**src/design/decc_pkg.sv**
```systemverilog
// ****************************************
// data nonvolatile access control constants
// ****************************************
package decc_pkg;

    // array geometry
    localparam int ADDR_W = 8;
    localparam int DEPTH = 256;

    // register byte offsets on the bus
    localparam logic [7:0] OFF_DATA = 8'h00;
    localparam logic [7:0] OFF_ADDR = 8'h04;
    localparam logic [7:0] OFF_CTRL = 8'h08;
    localparam logic [7:0] OFF_UNLOCK = 8'h0C;
    localparam logic [7:0] OFF_PFLAG = 8'h10;

    // control register bit positions
    localparam int CTL_FETCH = 0;
    localparam int CTL_STORE = 1;
    localparam int CTL_PERMIT = 2;
    localparam int CTL_ABORT = 3;
    // done flag position in the peripheral flag register
    localparam int PFLAG_DONE = 7;

    // unlock key bytes, in order
    localparam logic [7:0] KEY_FIRST = 8'h55;
    localparam logic [7:0] KEY_SECOND = 8'hAA;

    // values after reset and erased state
    localparam logic [7:0] RST_BYTE = 8'h00;
    localparam logic [7:0] ERASED_BYTE = 8'hFF;

    // default cycle counts of the self-timed write
    localparam int ERASE_CYC = 1000;
    localparam int PROG_CYC = 1000;
    // most cycles allowed between unlock steps
    localparam int UNLOCK_GAP = 8;

    // bus response codes
    localparam logic [1:0] RESP_OKAY = 2'h0;
    localparam logic [1:0] RESP_DECERR = 2'h3;

    // write engine states
    typedef enum logic [2:0] {
        ST_IDLE = 3'b001,
        ST_ERASE = 3'b010,
        ST_PROG = 3'b100
    } decc_wr_state_t;

    // unlock sequence tracking states
    typedef enum logic [2:0] {
        UL_IDLE = 3'b001,
        UL_FIRST = 3'b010,
        UL_ARMED = 3'b100
    } decc_unlock_t;

    // implemented control bits
    typedef struct packed {
        logic abort;
        logic permit;
        logic store;
        logic fetch;
    } decc_ctl_t;

    // captured write job
    typedef struct packed {
        logic [7:0] addr;
        logic [7:0] data;
    } decc_job_t;

endpackage : decc_pkg

```
**src/design/decc_array.sv**
```systemverilog
`timescale 1ns/1ps
`default_nettype none

// ****************************************
// byte array with erase and program strobes
// ****************************************
module decc_array #(
    parameter int ADDR_W = decc_pkg::ADDR_W,
    parameter int DEPTH = decc_pkg::DEPTH
) (
    // clock
    input wire logic aclk,
    // write side
    input wire logic erase_en,
    input wire logic prog_en,
    input wire decc_pkg::decc_job_t job,
    // core read port
    input wire logic [ADDR_W-1:0] core_addr,
    output logic [7:0] core_byte,
    // programmer read port
    input wire logic [ADDR_W-1:0] ext_addr,
    output logic [7:0] ext_byte
);

    // cells are nonvolatile, so no reset
    logic [7:0] mem [DEPTH];

    // erase forces all ones, program stores the byte
    always_ff @(posedge aclk) begin
        if (erase_en) begin
            mem[job.addr] <= decc_pkg::ERASED_BYTE;
        end else if (prog_en) begin
            mem[job.addr] <= job.data;
        end
    end

    // both reads are combinational
    assign core_byte = mem[core_addr];
    assign ext_byte = mem[ext_addr];

endmodule : decc_array

`default_nettype wire

```
**src/design/decc_ctrl.sv**
```systemverilog
// Local design decisions: the register addresses and register access over AXI4-Lite.
`timescale 1ns/1ps
`default_nettype none

// Overview of operation
// - 256 byte array, address 00h to FFh
// - data and address registers hold byte
// - each write erases then programs location
// - internal timer governs write duration
// - protected array reads zero to programmer
// - control upper four bits read zero
// - triggers set only, hardware clears them
// - program permit gates array writes
// - power up clears program permit
// - abort flag set when reset cuts write
// - aborting reset clears data and address
// - done flag set, software clears it
// - unlock port stores nothing, reads zero
// - fetch completes in one cycle
// - data register keeps fetched byte
// - write needs 55h, AAh, then store
// - store refused unless permit already set
// - permit untouched by hardware, write continues
module decc_ctrl #(
    parameter int ERASE_CYCLES = decc_pkg::ERASE_CYC,
    parameter int PROG_CYCLES = decc_pkg::PROG_CYC,
    parameter int GAP_CYCLES = decc_pkg::UNLOCK_GAP
) (
    // clock and power-on reset
    input wire logic aclk,
    input wire logic aresetn,
    // other device resets
    input wire logic external_reset_pin_n,
    input wire logic watchdog_timeout,
    input wire logic brownout_reset,
    // write address channel
    input wire logic [7:0] s_axi_awaddr,
    input wire logic s_axi_awvalid,
    output logic s_axi_awready,
    // write data channel
    input wire logic [31:0] s_axi_wdata,
    input wire logic [3:0] s_axi_wstrb,
    input wire logic s_axi_wvalid,
    output logic s_axi_wready,
    // write response channel
    output logic [1:0] s_axi_bresp,
    output logic s_axi_bvalid,
    input wire logic s_axi_bready,
    // read address channel
    input wire logic [7:0] s_axi_araddr,
    input wire logic s_axi_arvalid,
    output logic s_axi_arready,
    // read data channel
    output logic [31:0] s_axi_rdata,
    output logic [1:0] s_axi_rresp,
    output logic s_axi_rvalid,
    input wire logic s_axi_rready,
    // external programmer read port
    input wire logic data_protect_setting_n,
    input wire logic [7:0] prog_addr,
    output logic [7:0] prog_data
);

    // ****************************************
    // declarations
    // ****************************************

    // register contents
    logic [7:0] nvm_data;
    logic [7:0] nvm_address;
    decc_pkg::decc_ctl_t ctl;
    logic done_flag;
    // held write address and data
    logic aw_held;
    logic w_held;
    logic [7:0] aw_addr;
    logic [7:0] w_byte;
    logic w_lane;
    // write engine
    decc_pkg::decc_wr_state_t wr_state;
    logic [15:0] wr_cnt;
    decc_pkg::decc_job_t job;
    // unlock tracking
    decc_pkg::decc_unlock_t ul_state;
    logic [7:0] ul_gap;
    // array read results
    logic [7:0] core_byte;
    logic [7:0] ext_byte;
    // decoded events
    logic dev_rst;
    logic wr_fire;
    logic wr_ok;
    logic wr_data;
    logic wr_addr;
    logic wr_ctrl;
    logic wr_unlock;
    logic wr_pflag;
    logic store_go;
    logic erase_en;
    logic prog_en;
    logic wr_done;
    logic [31:0] next_rdata;
    logic next_rok;

    // ****************************************
    // event decode
    // ****************************************

    // any reset other than power-on, all synchronous
    assign dev_rst = !external_reset_pin_n || watchdog_timeout || brownout_reset;

    // register write takes place once both halves are held
    assign wr_fire = aw_held && w_held && !s_axi_bvalid;
    // only the low byte lane carries register bits
    assign wr_ok = wr_fire && w_lane;
    assign wr_data = wr_ok && (aw_addr == decc_pkg::OFF_DATA);
    assign wr_addr = wr_ok && (aw_addr == decc_pkg::OFF_ADDR);
    assign wr_ctrl = wr_ok && (aw_addr == decc_pkg::OFF_CTRL);
    assign wr_unlock = wr_ok && (aw_addr == decc_pkg::OFF_UNLOCK);
    assign wr_pflag = wr_ok && (aw_addr == decc_pkg::OFF_PFLAG);

    assign store_go = wr_ctrl && w_byte[decc_pkg::CTL_STORE] && ctl.permit
        && (ul_state == decc_pkg::UL_ARMED) && (wr_state == decc_pkg::ST_IDLE)
        && !dev_rst;

    assign erase_en = (wr_state == decc_pkg::ST_ERASE) && (wr_cnt == 16'(ERASE_CYCLES - 1))
        && !dev_rst;
    assign prog_en = (wr_state == decc_pkg::ST_PROG) && (wr_cnt == 16'(PROG_CYCLES - 1))
        && !dev_rst;
    assign wr_done = prog_en;

    // ****************************************
    // write address and data channels
    // ****************************************

    // address is taken on its own and held until the write fires
    always_ff @(posedge aclk) begin
        if (!aresetn) begin
            aw_held <= 1'b0;
            aw_addr <= 8'h00;
            s_axi_awready <= 1'b0;
        end else if (s_axi_awready && s_axi_awvalid) begin
            // taken; ready drops so the next waits
            aw_held <= 1'b1;
            aw_addr <= s_axi_awaddr;
            s_axi_awready <= 1'b0;
        end else if (wr_fire) begin
            aw_held <= 1'b0;
        end else begin
            // ready only while nothing is held or answered
            s_axi_awready <= !aw_held && !s_axi_bvalid;
        end
    end

    // data is taken in either order with the address
    always_ff @(posedge aclk) begin
        if (!aresetn) begin
            w_held <= 1'b0;
            w_byte <= 8'h00;
            w_lane <= 1'b0;
            s_axi_wready <= 1'b0;
        end else if (s_axi_wready && s_axi_wvalid) begin
            w_held <= 1'b1;
            w_byte <= s_axi_wdata[7:0];
            w_lane <= s_axi_wstrb[0];
            s_axi_wready <= 1'b0;
        end else if (wr_fire) begin
            w_held <= 1'b0;
        end else begin
            s_axi_wready <= !w_held && !s_axi_bvalid;
        end
    end

    // response one cycle after the write fires
    always_ff @(posedge aclk) begin
        if (!aresetn) begin
            s_axi_bvalid <= 1'b0;
            s_axi_bresp <= decc_pkg::RESP_OKAY;
        end else if (wr_fire) begin
            s_axi_bvalid <= 1'b1;
            // unmapped offsets answer with a decode error
            if (aw_addr == decc_pkg::OFF_DATA || aw_addr == decc_pkg::OFF_ADDR
                || aw_addr == decc_pkg::OFF_CTRL || aw_addr == decc_pkg::OFF_UNLOCK
                || aw_addr == decc_pkg::OFF_PFLAG) begin
                s_axi_bresp <= decc_pkg::RESP_OKAY;
            end else begin
                s_axi_bresp <= decc_pkg::RESP_DECERR;
            end
        end else if (s_axi_bready) begin
            s_axi_bvalid <= 1'b0;
        end
    end

    // ****************************************
    // read channels
    // ****************************************

    // read mux, if chain on the offset
    always_comb begin
        next_rdata = 32'h0000_0000;
        next_rok = 1'b1;
        if (s_axi_araddr == decc_pkg::OFF_DATA) begin
            next_rdata[7:0] = nvm_data;
        end else if (s_axi_araddr == decc_pkg::OFF_ADDR) begin
            next_rdata[7:0] = nvm_address;
        end else if (s_axi_araddr == decc_pkg::OFF_CTRL) begin
            next_rdata[3:0] = ctl;
        end else if (s_axi_araddr == decc_pkg::OFF_UNLOCK) begin
            next_rdata = 32'h0000_0000;
        end else if (s_axi_araddr == decc_pkg::OFF_PFLAG) begin
            next_rdata[decc_pkg::PFLAG_DONE] = done_flag;
        end else begin
            next_rok = 1'b0;
        end
    end

    // one read at a time, answered the cycle after it is taken
    always_ff @(posedge aclk) begin
        if (!aresetn) begin
            s_axi_arready <= 1'b0;
            s_axi_rvalid <= 1'b0;
            s_axi_rdata <= 32'h0000_0000;
            s_axi_rresp <= decc_pkg::RESP_OKAY;
        end else if (s_axi_arready && s_axi_arvalid) begin
            s_axi_arready <= 1'b0;
            s_axi_rvalid <= 1'b1;
            s_axi_rdata <= next_rdata;
            s_axi_rresp <= next_rok ? decc_pkg::RESP_OKAY : decc_pkg::RESP_DECERR;
        end else if (s_axi_rvalid) begin
            // drop once the master has it
            if (s_axi_rready) begin
                s_axi_rvalid <= 1'b0;
            end
        end else begin
            s_axi_arready <= 1'b1;
        end
    end

    // ****************************************
    // data and address registers
    // ****************************************

    // software write beats a fetch landing in the same cycle
    always_ff @(posedge aclk) begin
        if (!aresetn) begin
            nvm_data <= decc_pkg::RST_BYTE;
        end else if (dev_rst) begin
            nvm_data <= decc_pkg::RST_BYTE;
        end else if (wr_data) begin
            nvm_data <= w_byte;
        end else if (ctl.fetch) begin
            nvm_data <= core_byte;
        end
    end

    // address register
    always_ff @(posedge aclk) begin
        if (!aresetn) begin
            nvm_address <= decc_pkg::RST_BYTE;
        end else if (dev_rst) begin
            nvm_address <= decc_pkg::RST_BYTE;
        end else if (wr_addr) begin
            nvm_address <= w_byte;
        end
    end

    // ****************************************
    // control register
    // ****************************************

    // fetch trigger lives for exactly one cycle
    always_ff @(posedge aclk) begin
        if (!aresetn) begin
            ctl.fetch <= 1'b0;
        end else if (dev_rst) begin
            ctl.fetch <= 1'b0;
        end else if (ctl.fetch) begin
            ctl.fetch <= 1'b0;
        end else if (wr_ctrl && w_byte[decc_pkg::CTL_FETCH]) begin
            ctl.fetch <= 1'b1;
        end
    end

    // store trigger mirrors the busy write engine
    always_ff @(posedge aclk) begin
        if (!aresetn) begin
            ctl.store <= 1'b0;
        end else if (dev_rst) begin
            ctl.store <= 1'b0;
        end else if (store_go) begin
            ctl.store <= 1'b1;
        end else if (wr_done) begin
            ctl.store <= 1'b0;
        end
    end

    // permit is software state only
    always_ff @(posedge aclk) begin
        if (!aresetn) begin
            ctl.permit <= 1'b0;
        end else if (dev_rst) begin
            ctl.permit <= 1'b0;
        end else if (wr_ctrl) begin
            // no hardware clear, running write unaffected
            ctl.permit <= w_byte[decc_pkg::CTL_PERMIT];
        end
    end

    // abort flag survives the reset that sets it
    always_ff @(posedge aclk) begin
        if (!aresetn) begin
            ctl.abort <= 1'b0;
        end else if (dev_rst && wr_state != decc_pkg::ST_IDLE) begin
            ctl.abort <= 1'b1;
        end else if (wr_ctrl) begin
            // software may clear it after checking
            ctl.abort <= w_byte[decc_pkg::CTL_ABORT];
        end
    end

    // ****************************************
    // done flag
    // ****************************************

    // completion beats a software clear in the same cycle
    always_ff @(posedge aclk) begin
        if (!aresetn) begin
            done_flag <= 1'b0;
        end else if (wr_done) begin
            done_flag <= 1'b1;
        end else if (dev_rst) begin
            done_flag <= 1'b0;
        end else if (wr_pflag) begin
            done_flag <= w_byte[decc_pkg::PFLAG_DONE];
        end
    end

    // ****************************************
    // unlock sequence tracking
    // ****************************************

    // any foreign write or a long gap breaks the sequence
    always_ff @(posedge aclk) begin
        if (!aresetn) begin
            ul_state <= decc_pkg::UL_IDLE;
        end else if (dev_rst) begin
            ul_state <= decc_pkg::UL_IDLE;
        end else if (wr_state != decc_pkg::ST_IDLE) begin
            // tracking holds while a write runs
            ul_state <= ul_state;
        end else if (wr_unlock && w_byte == decc_pkg::KEY_FIRST) begin
            ul_state <= decc_pkg::UL_FIRST;
        end else if (wr_unlock && w_byte == decc_pkg::KEY_SECOND
            && ul_state == decc_pkg::UL_FIRST) begin
            ul_state <= decc_pkg::UL_ARMED;
        end else if (wr_ok) begin
            ul_state <= decc_pkg::UL_IDLE;
        end else if (ul_state != decc_pkg::UL_IDLE && ul_gap == 8'(GAP_CYCLES)) begin
            ul_state <= decc_pkg::UL_IDLE;
        end
    end

    // cycles since the last unlock step
    always_ff @(posedge aclk) begin
        if (!aresetn) begin
            ul_gap <= 8'h00;
        end else if (ul_state == decc_pkg::UL_IDLE || wr_ok) begin
            ul_gap <= 8'h00;
        end else if (ul_gap != 8'(GAP_CYCLES)) begin
            ul_gap <= ul_gap + 8'h01;
        end
    end

    // ****************************************
    // self-timed write engine
    // ****************************************

    always_ff @(posedge aclk) begin
        if (!aresetn) begin
            wr_state <= decc_pkg::ST_IDLE;
            wr_cnt <= 16'h0000;
        end else if (dev_rst) begin
            // any device reset abandons the cycle
            wr_state <= decc_pkg::ST_IDLE;
            wr_cnt <= 16'h0000;
        end else begin
            case (wr_state)
                decc_pkg::ST_IDLE: begin
                    wr_cnt <= 16'h0000;
                    if (store_go) begin
                        wr_state <= decc_pkg::ST_ERASE;
                    end
                end
                decc_pkg::ST_ERASE: begin
                    if (erase_en) begin
                        wr_state <= decc_pkg::ST_PROG;
                        wr_cnt <= 16'h0000;
                    end else begin
                        wr_cnt <= wr_cnt + 16'h0001;
                    end
                end
                decc_pkg::ST_PROG: begin
                    if (prog_en) begin
                        wr_state <= decc_pkg::ST_IDLE;
                        wr_cnt <= 16'h0000;
                    end else begin
                        wr_cnt <= wr_cnt + 16'h0001;
                    end
                end
                default: begin
                    wr_state <= decc_pkg::ST_IDLE;
                    wr_cnt <= 16'h0000;
                end
            endcase
        end
    end

    // job is frozen so later register writes cannot disturb it
    always_ff @(posedge aclk) begin
        if (!aresetn) begin
            job <= '0;
        end else if (store_go) begin
            job.addr <= nvm_address;
            job.data <= nvm_data;
        end
    end

    // ****************************************
    // array and programmer port
    // ****************************************

    decc_array #(
        .ADDR_W(decc_pkg::ADDR_W),
        .DEPTH(decc_pkg::DEPTH)
    ) u_array (
        .aclk(aclk),
        .erase_en(erase_en),
        .prog_en(prog_en),
        .job(job),
        .core_addr(nvm_address),
        .core_byte(core_byte),
        .ext_addr(prog_addr),
        .ext_byte(ext_byte)
    );

    // programmer sees zeros while protection is set
    always_ff @(posedge aclk) begin
        if (!aresetn) begin
            prog_data <= decc_pkg::RST_BYTE;
        end else if (!data_protect_setting_n) begin
            prog_data <= decc_pkg::RST_BYTE;
        end else begin
            prog_data <= ext_byte;
        end
    end

endmodule : decc_ctrl

`default_nettype wire

```
**config.mk**
```make
export PLATFORM = sky130hd
export DESIGN_NAME = decc_ctrl
export DESIGN_NICKNAME = d
export VERILOG_FILES = /design/src/design/decc_pkg.sv /design/src/design/decc_array.sv /design/src/design/decc_ctrl.sv
export SDC_FILE = /design/constraint.sdc
export NUM_CORES = 2
export LEC_CHECK = 0
export BUFFER_PORTS_ARGS = -buffer_cell sky130_fd_sc_hd__buf_2
export CAP_MARGIN = 20
export CORE_ASPECT_RATIO = 1.4
export CORE_MARGIN = 2
export CORE_UTILIZATION = 55
export CTS_CLUSTER_DIAMETER = 200
export CTS_CLUSTER_SIZE = 24
export DETAILED_ROUTE_END_ITERATION = 12
export PLACE_DENSITY = 0.81
export SYNTH_ARGS = -nofsm -noshare
export SYNTH_HDL_FRONTEND = slang
export SYNTH_SLANG_ARGS = --single-unit
export TNS_END_PERCENT = 5
```
**constraint.sdc**
```tcl
create_clock -name aclk -period 22.6 [get_ports aclk]
set_clock_uncertainty 0.05 [all_clocks]
set_input_delay 6.78 -clock aclk [delete_from_list [all_inputs] [get_ports aclk]]
set_output_delay 6.78 -clock aclk [all_outputs]
set_load 0.005 [all_outputs]
```
======== Word-level counts from Yosys, hierarchy flattened ========
Memory sizes are Yosys's and may differ from the RTL's. A register that Yosys moved wholly into a read port is not among the register bits.
Cells that the tools add are included.
cells by class
  reduce and logical (&&, ||, !) cells .... 60
  add/subtract/negate cells ............... 2
  bitwise logic cells ..................... 3
  equality and inequality tests ........... 24
  mux-type cells .......................... 51
operator list
  operator                                               number
  two-way mux 8 bit                                      7
  == test 8 x 4 -> 1 bit, second input constant          5
  two-way mux 16 bit                                     2
  one-hot mux 16 bit (2 select lines)                    1
  logical AND 1 bit                                      28
  two-way mux 1 bit                                      28
  two-way mux 24 bit                                     1
  two-way mux 3 bit                                      7
  adder 16 x 1 -> 16 bit, second input constant          1
  == test 16 x 10 -> 1 bit, second input constant        1
  == test 8 x 3 -> 1 bit, second input constant          2
  == test 8 x 5 -> 1 bit, second input constant          2
  logical NOT 8 bit                                      2
  nonzero test 2 bit                                     6
  OR reduction 2 bit                                     5
  one-hot mux 3 bit (3 select lines)                     1
  adder 8 x 1 -> 8 bit, second input constant            1
  == test 8 x 7 -> 1 bit, second input constant          1
  == test 8 bit, second input constant                   1
  two-way mux 4 bit                                      2
  inequality test 8 x 4 -> 1 bit, second input constant  1
  logical OR 1 bit                                       7
  == test 3 x 1 -> 1 bit, second input constant          2
  == test 3 x 2 -> 1 bit, second input constant          2
  12 further kinds                                       24
word-level totals
  input bits .............................. 71
  flip-flop bits (word level) ............. 127
  memories ................................ 1
  memory bits (writable) .................. 2048
memories
  memory       depth  bits a word  rd ports  clocked after memory_dff  wr ports  RTL line          source
  u_array.mem  256    8            2         2                         1         decc_array.sv:26  logic [7:0] mem [DEPTH];

======== Longest topological paths before layout ========
  depth in word-level cells ............... 11
  mapped depth ............................ 14

======== Hierarchy ========
From an unflattened synthesis, not the netlist that was laid out.
second synthesis, totals
  cell total of the unflattened synthesis .. 5712
  area total of the unflattened synthesis .. 100259.9 sq um
modules (own cells, without submodules)
  module      cells an instance  area each (sq um)  instances
  decc_array  5158               95441.5            1
  decc_ctrl   554                4818.4             1

======== Least setup slack after synthesis ========
No wires, ideal clock.
  path kind ............................... input -> register
  start point ............................. input port watchdog_timeout
  end point ............................... memory u_array.mem[0][0], data pin
  data arrival time ....................... 10.842 ns
  setup slack ............................. 10.522 ns
  library setup time ...................... 1.186 ns
  stages .................................. 5
  data required time ...................... 21.364 ns
  path through ............................ nor3b_1 nand4_1 nor3_1 nor3b_1 nand2b_1
between the ends
  cells in the longest elaborated chain, start to end .. 8
  elaborated cells between the ends (all ways) .. 9
ends and longest elaborated chain
  element                                    RTL line                            source
  from (decl)                                decc_ctrl.sv:34                     input wire logic watchdog_timeout,
  logical OR 1 bit * (2 in series)           decc_ctrl.sv:110                    assign dev_rst = !external_reset_pin_n || watchdog_timeout || brownout_reset;
  logical NOT 1 bit *                        decc_ctrl.sv:127, decc_ctrl.sv:129
  logical AND 1 bit                          decc_ctrl.sv:129                    && !dev_rst;
  two-way mux 1 bit                          decc_array.sv:32                    end else if (prog_en) begin
  two-way mux 1 bit *                        decc_array.sv:30                    if (erase_en) begin
  two-way mux 1 bit (not written as such) *  decc_array.sv:33                    mem[job.addr] <= job.data;
  two-way mux 8 bit (no line) *              n/a
  to (decl)                                  decc_array.sv:26
Every way passes the cells marked *; elsewhere a longest branch is shown, timed or not.

==> key figures <==
Status
  • Status: finished clean

Logic synthesis
  • EDFF count, synth: 2048
  • Cells after synthesis: 5503
  • Seq/Total Area, Yosys: 63.46%
  • Leading register cell type out of synthesis: edfxtp_1
  • Post-synth ARST share: 0%
  • Yosys reg bits: 2165
  • Yosys Warn Count: 0
  • Post-Synthesis Cell Area: 100600 sq um
  • Post-synth cell types: 84
  • Mapped Avg Cell Area: 18.28 sq um

Detailed routing
  • Total number of vias: 61300
  • Router iterations before antenna repair: 12
  • DRC: 0
  • DR vias/cell: 7.765
  • Routed Antenna Nets: 0
  • Routed wire length: 315700 microns
  • Iter 0 DRT Violations: 10670
  • Drt wl/cell: 39.99 microns

Global routing
  • Global route hottest layer: met2
  • Initial antenna violation count: 27
  • Global route total overflow: 0
  • Global-route usage over all layers: 33.82%
  • Vias in the first global route: 59830
  • Routing usage on met1: 39.20%
  • First-pass GRT wire length: 440000 microns
  • Grt met2 use: 51.69%
  • Largest net degree at the start of global routing: 128
  • Grt met3 use: 10.97%

Die
  • Die X: 365.5 microns
  • Initial core utilization: 55.36%
  • CORE AREA: 181700 sq um
  • I/O pin count: 120
  • Die height: 510.0 microns
  • # rows: 185
  • Die ar.: 186400 sq um

Pwr
  • Pwr dens: 62.18 nW/um^2
  • Sw power: 0.001364 W
  • Lkg Pwr: 36.65 nW
  • Switching Fraction: 20.70%
  • VDD IR-drop max: 0.05858 mV
  • Reg power frac: 65.6%
  • Clk pwr share: 31.8%
  • Comb power frac: 2.7%
  • Cell-internal power: 0.005227 W

Clock network
  • Clock transition at the registers of the reported paths: 100 ps
  • Inserted Clock Buffers: 100
  • Clk_lat worst skew: 830 ps
  • TritonCTS Sinks: 2165
  • # resized after CTS: 0
  • H-tree lvl count: 3
  • Clock Tree Root: clkbuf_16
  • Number of buffers added for setup after CTS: 0
  • Post-CTS Hold Fix Bufs: 0
  • Clk buf depth: 3
  • CTS tree: yes

Layout
  • Layout cells sized above 1: 25.33%
  • Fin cells: 7895
  • Fin nets: 5478
  • Finished Cell Area: 106000 sq um
  • Multi-input logic area: 34540 sq um
  • Area Growth Syn to Fin: 5.375%
  • Reg area: 63860 sq um
  • Most frequent cells in the layout: edfxtp_1 (2048), mux4_2 (975), nor2_1 (382), mux2i_1 (223), nand2_1 (222)
  • Commonest non-fill, non-tap cell in the layout: edfxtp_1
  • Final Core Density: 58.34%
  • Fill count: 12670

STA
  • Tmin final: 11540 ps
  • Pins Over Slew Limit: 0
  • RSZ-0062 raised after global routing: no
  • Endpoints failing setup: 0
  • Period utilization: 51.08%
  • Slew headroom: 8.926%
  • Fmax achieved: 86.62 MHz
  • Worst-Margin Slew: 1366 ps
  • Hold_ws: 401.7 ps
  • Setup TNS: 0 ps
  • Final Hold Violating Endpoints: 0

Critical path
  • CP Cell Sequence: buf_8, buf_12, buf_4, buf_4, mux4_2, a22o_1, a221oi_1, o22ai_1, nor4_1, o31ai_1
  • Most used cell, CP: buf_4
  • CP endpoint kind: flip-flop
  • CP required: 23240 ps
  • Critical path class: input pin to flip-flop
  • CP max-delay cell: buf_4
  • Max Fanout on Critical Path: 91
  • CP peak stage delay: 780 ps
  • Worst Path Buf+Inv: 4
  • Crit-path leading delay family: buffers and inverters
  • Arrival time worst endpoint: 12180 ps
  • Crit start category: input pin

Place
  • Post-DP Area: 102900 sq um
  • Placed cells: 7717
  • PortBufs: 68
  • Detail Placement HPWL: 204100 microns
  • GPL Wtd Cong: 1.007

Hold path
  • Min-Delay Path Class: flip-flop to flip-flop

Run
  • Max cap viols: 0
## power by group through the flow
| stage | Sequential [W] | Combinational [W] | Clock, W |
|---|---|---|---|
| finish | 0.00432 | 0.000176 | 0.00209 |
| global route | 0.00432 | 0.000180 | 0.00220 |
| CTS | 0.00432 | 0.000170 | 0.00207 |
| detailed placement | 0.00441 | 0.000170 | 0 |
| global placement | 0.00441 | 0.000168 | 0 |
| floorplan | 0.00441 | 0.000116 | 0 |
## kinds of logic after synthesis
family | count (synthesis) | share of synthesized area (%)
adders and majority gates | 3 | 0.03732
buffers and inverters | 449 | 2.415
other | 1 | 0.003728
xor gates and xnor gates | 21 | 0.1828
DFF | 2165 | 63.46
AOI/OAI and AO/OA | 669 | 4.705
and+or+nand+nor | 942 | 4.347
muxes | 1253 | 24.85
## worst register-to-register path: cells and delay by family (launching register included)
| family | cells | cell delay, ps |
|---|---|---|
| AOI/OAI and AO/OA | 2 | 500 |
| buffers and inverters | 5 | 3020 |
| DFF | 1 | 820 |
| muxes | 2 | 1100 |
| and+or+nand+nor | 2 | 620 |
## final timing paths
| path | endpoint | start | slack [ps] | cells past startpoint |
|---|---|---|---|---|
| worst min-delay path | wr_cnt[0] | wr_cnt[0] | 400 | 1 |
| worst max-delay path | prog_data[2] | prog_addr[0] | 11060 | 10 |
| worst max register to register | nvm_data[4] | flip-flop | 16380 | 11 |
| worst min register to register | wr_cnt[0] | wr_cnt[0] | 400 | 1 |
## metrics by stage
stage,setup WS [ps],total power (W)
finish,11060,0.006591
global route,10810,0.006697
CTS,11280,0.006564
detailed placement,10480,0.004582
global placement,10500,0.004580
floorplan,10520,0.004526
## metal layers
layer | wire (microns) | vias up | share of wire, %
met1 | 92420 | 31010 | 29
met3 | 45380 | 1339 | 14
met2 | 145600 | 6013 | 46
met5 | 175 | - | 0.055
li1 | - | 22910 | -
met4 | 32080 | 26 | 10
## cell type report
class	count	share of cell area, %
Timing Repair Buffer	210	1.562
Clock inverter	4	0.06492
Tap cell	2431	2.869
Sequential cell	2165	60.24
Inverter	15	0.05311
Clock buffer	145	2.600
Antenna cell	13	0.03069
Multi-Input combinational cell	2912	32.58
## flip-flops by register name, summed over array words and instances (netlist names), 3 cells and up, named ones only
register / cells
ctl: 4
job: 16
ul_state: 3
nvm_address: 8
aw_addr: 8
prog_data: 8
wr_cnt: 16
ul_gap: 8
wr_state: 3
w_byte: 8
s_axi_rdata: 8
nvm_data: 8
u_array.mem: 2048
## cells in the mapped netlist (13+ instances only)
cell type | instances | area [sq um]
a22o_1 | 42 | 367.9
buf_4 | 84 | 630.6
a31oi_1 | 20 | 125.1
and2_1 | 20 | 125.1
buf_2 | 122 | 610.6
o21ai_0 | 48 | 240.2
o211ai_1 | 23 | 172.7
a21boi_0 | 25 | 187.7
clkbuf_1 | 170 | 638.1
mux4_2 | 975 | 21960
nor2_1 | 384 | 1441
nand2b_1 | 35 | 219.0
a221oi_1 | 56 | 490.5
a22oi_1 | 144 | 1081
a21oi_1 | 84 | 420.4
o22ai_1 | 119 | 744.5
buf_6 | 31 | 349.1
nor2b_1 | 49 | 306.5
nand4_1 | 18 | 112.6
nand3_1 | 73 | 365.4
dfxtp_1 | 117 | 2342
nand2_1 | 225 | 844.6
nor4_1 | 26 | 162.7
a211oi_1 | 28 | 210.2
mux2i_1 | 223 | 2232
edfxtp_1 | 2048 | 61500
buf_1 | 24 | 90.09
nor3_1 | 40 | 200.2
mux2_2 | 42 | 473.0
inv_1 | 13 | 48.80
(Power assumes the default switching activity.)
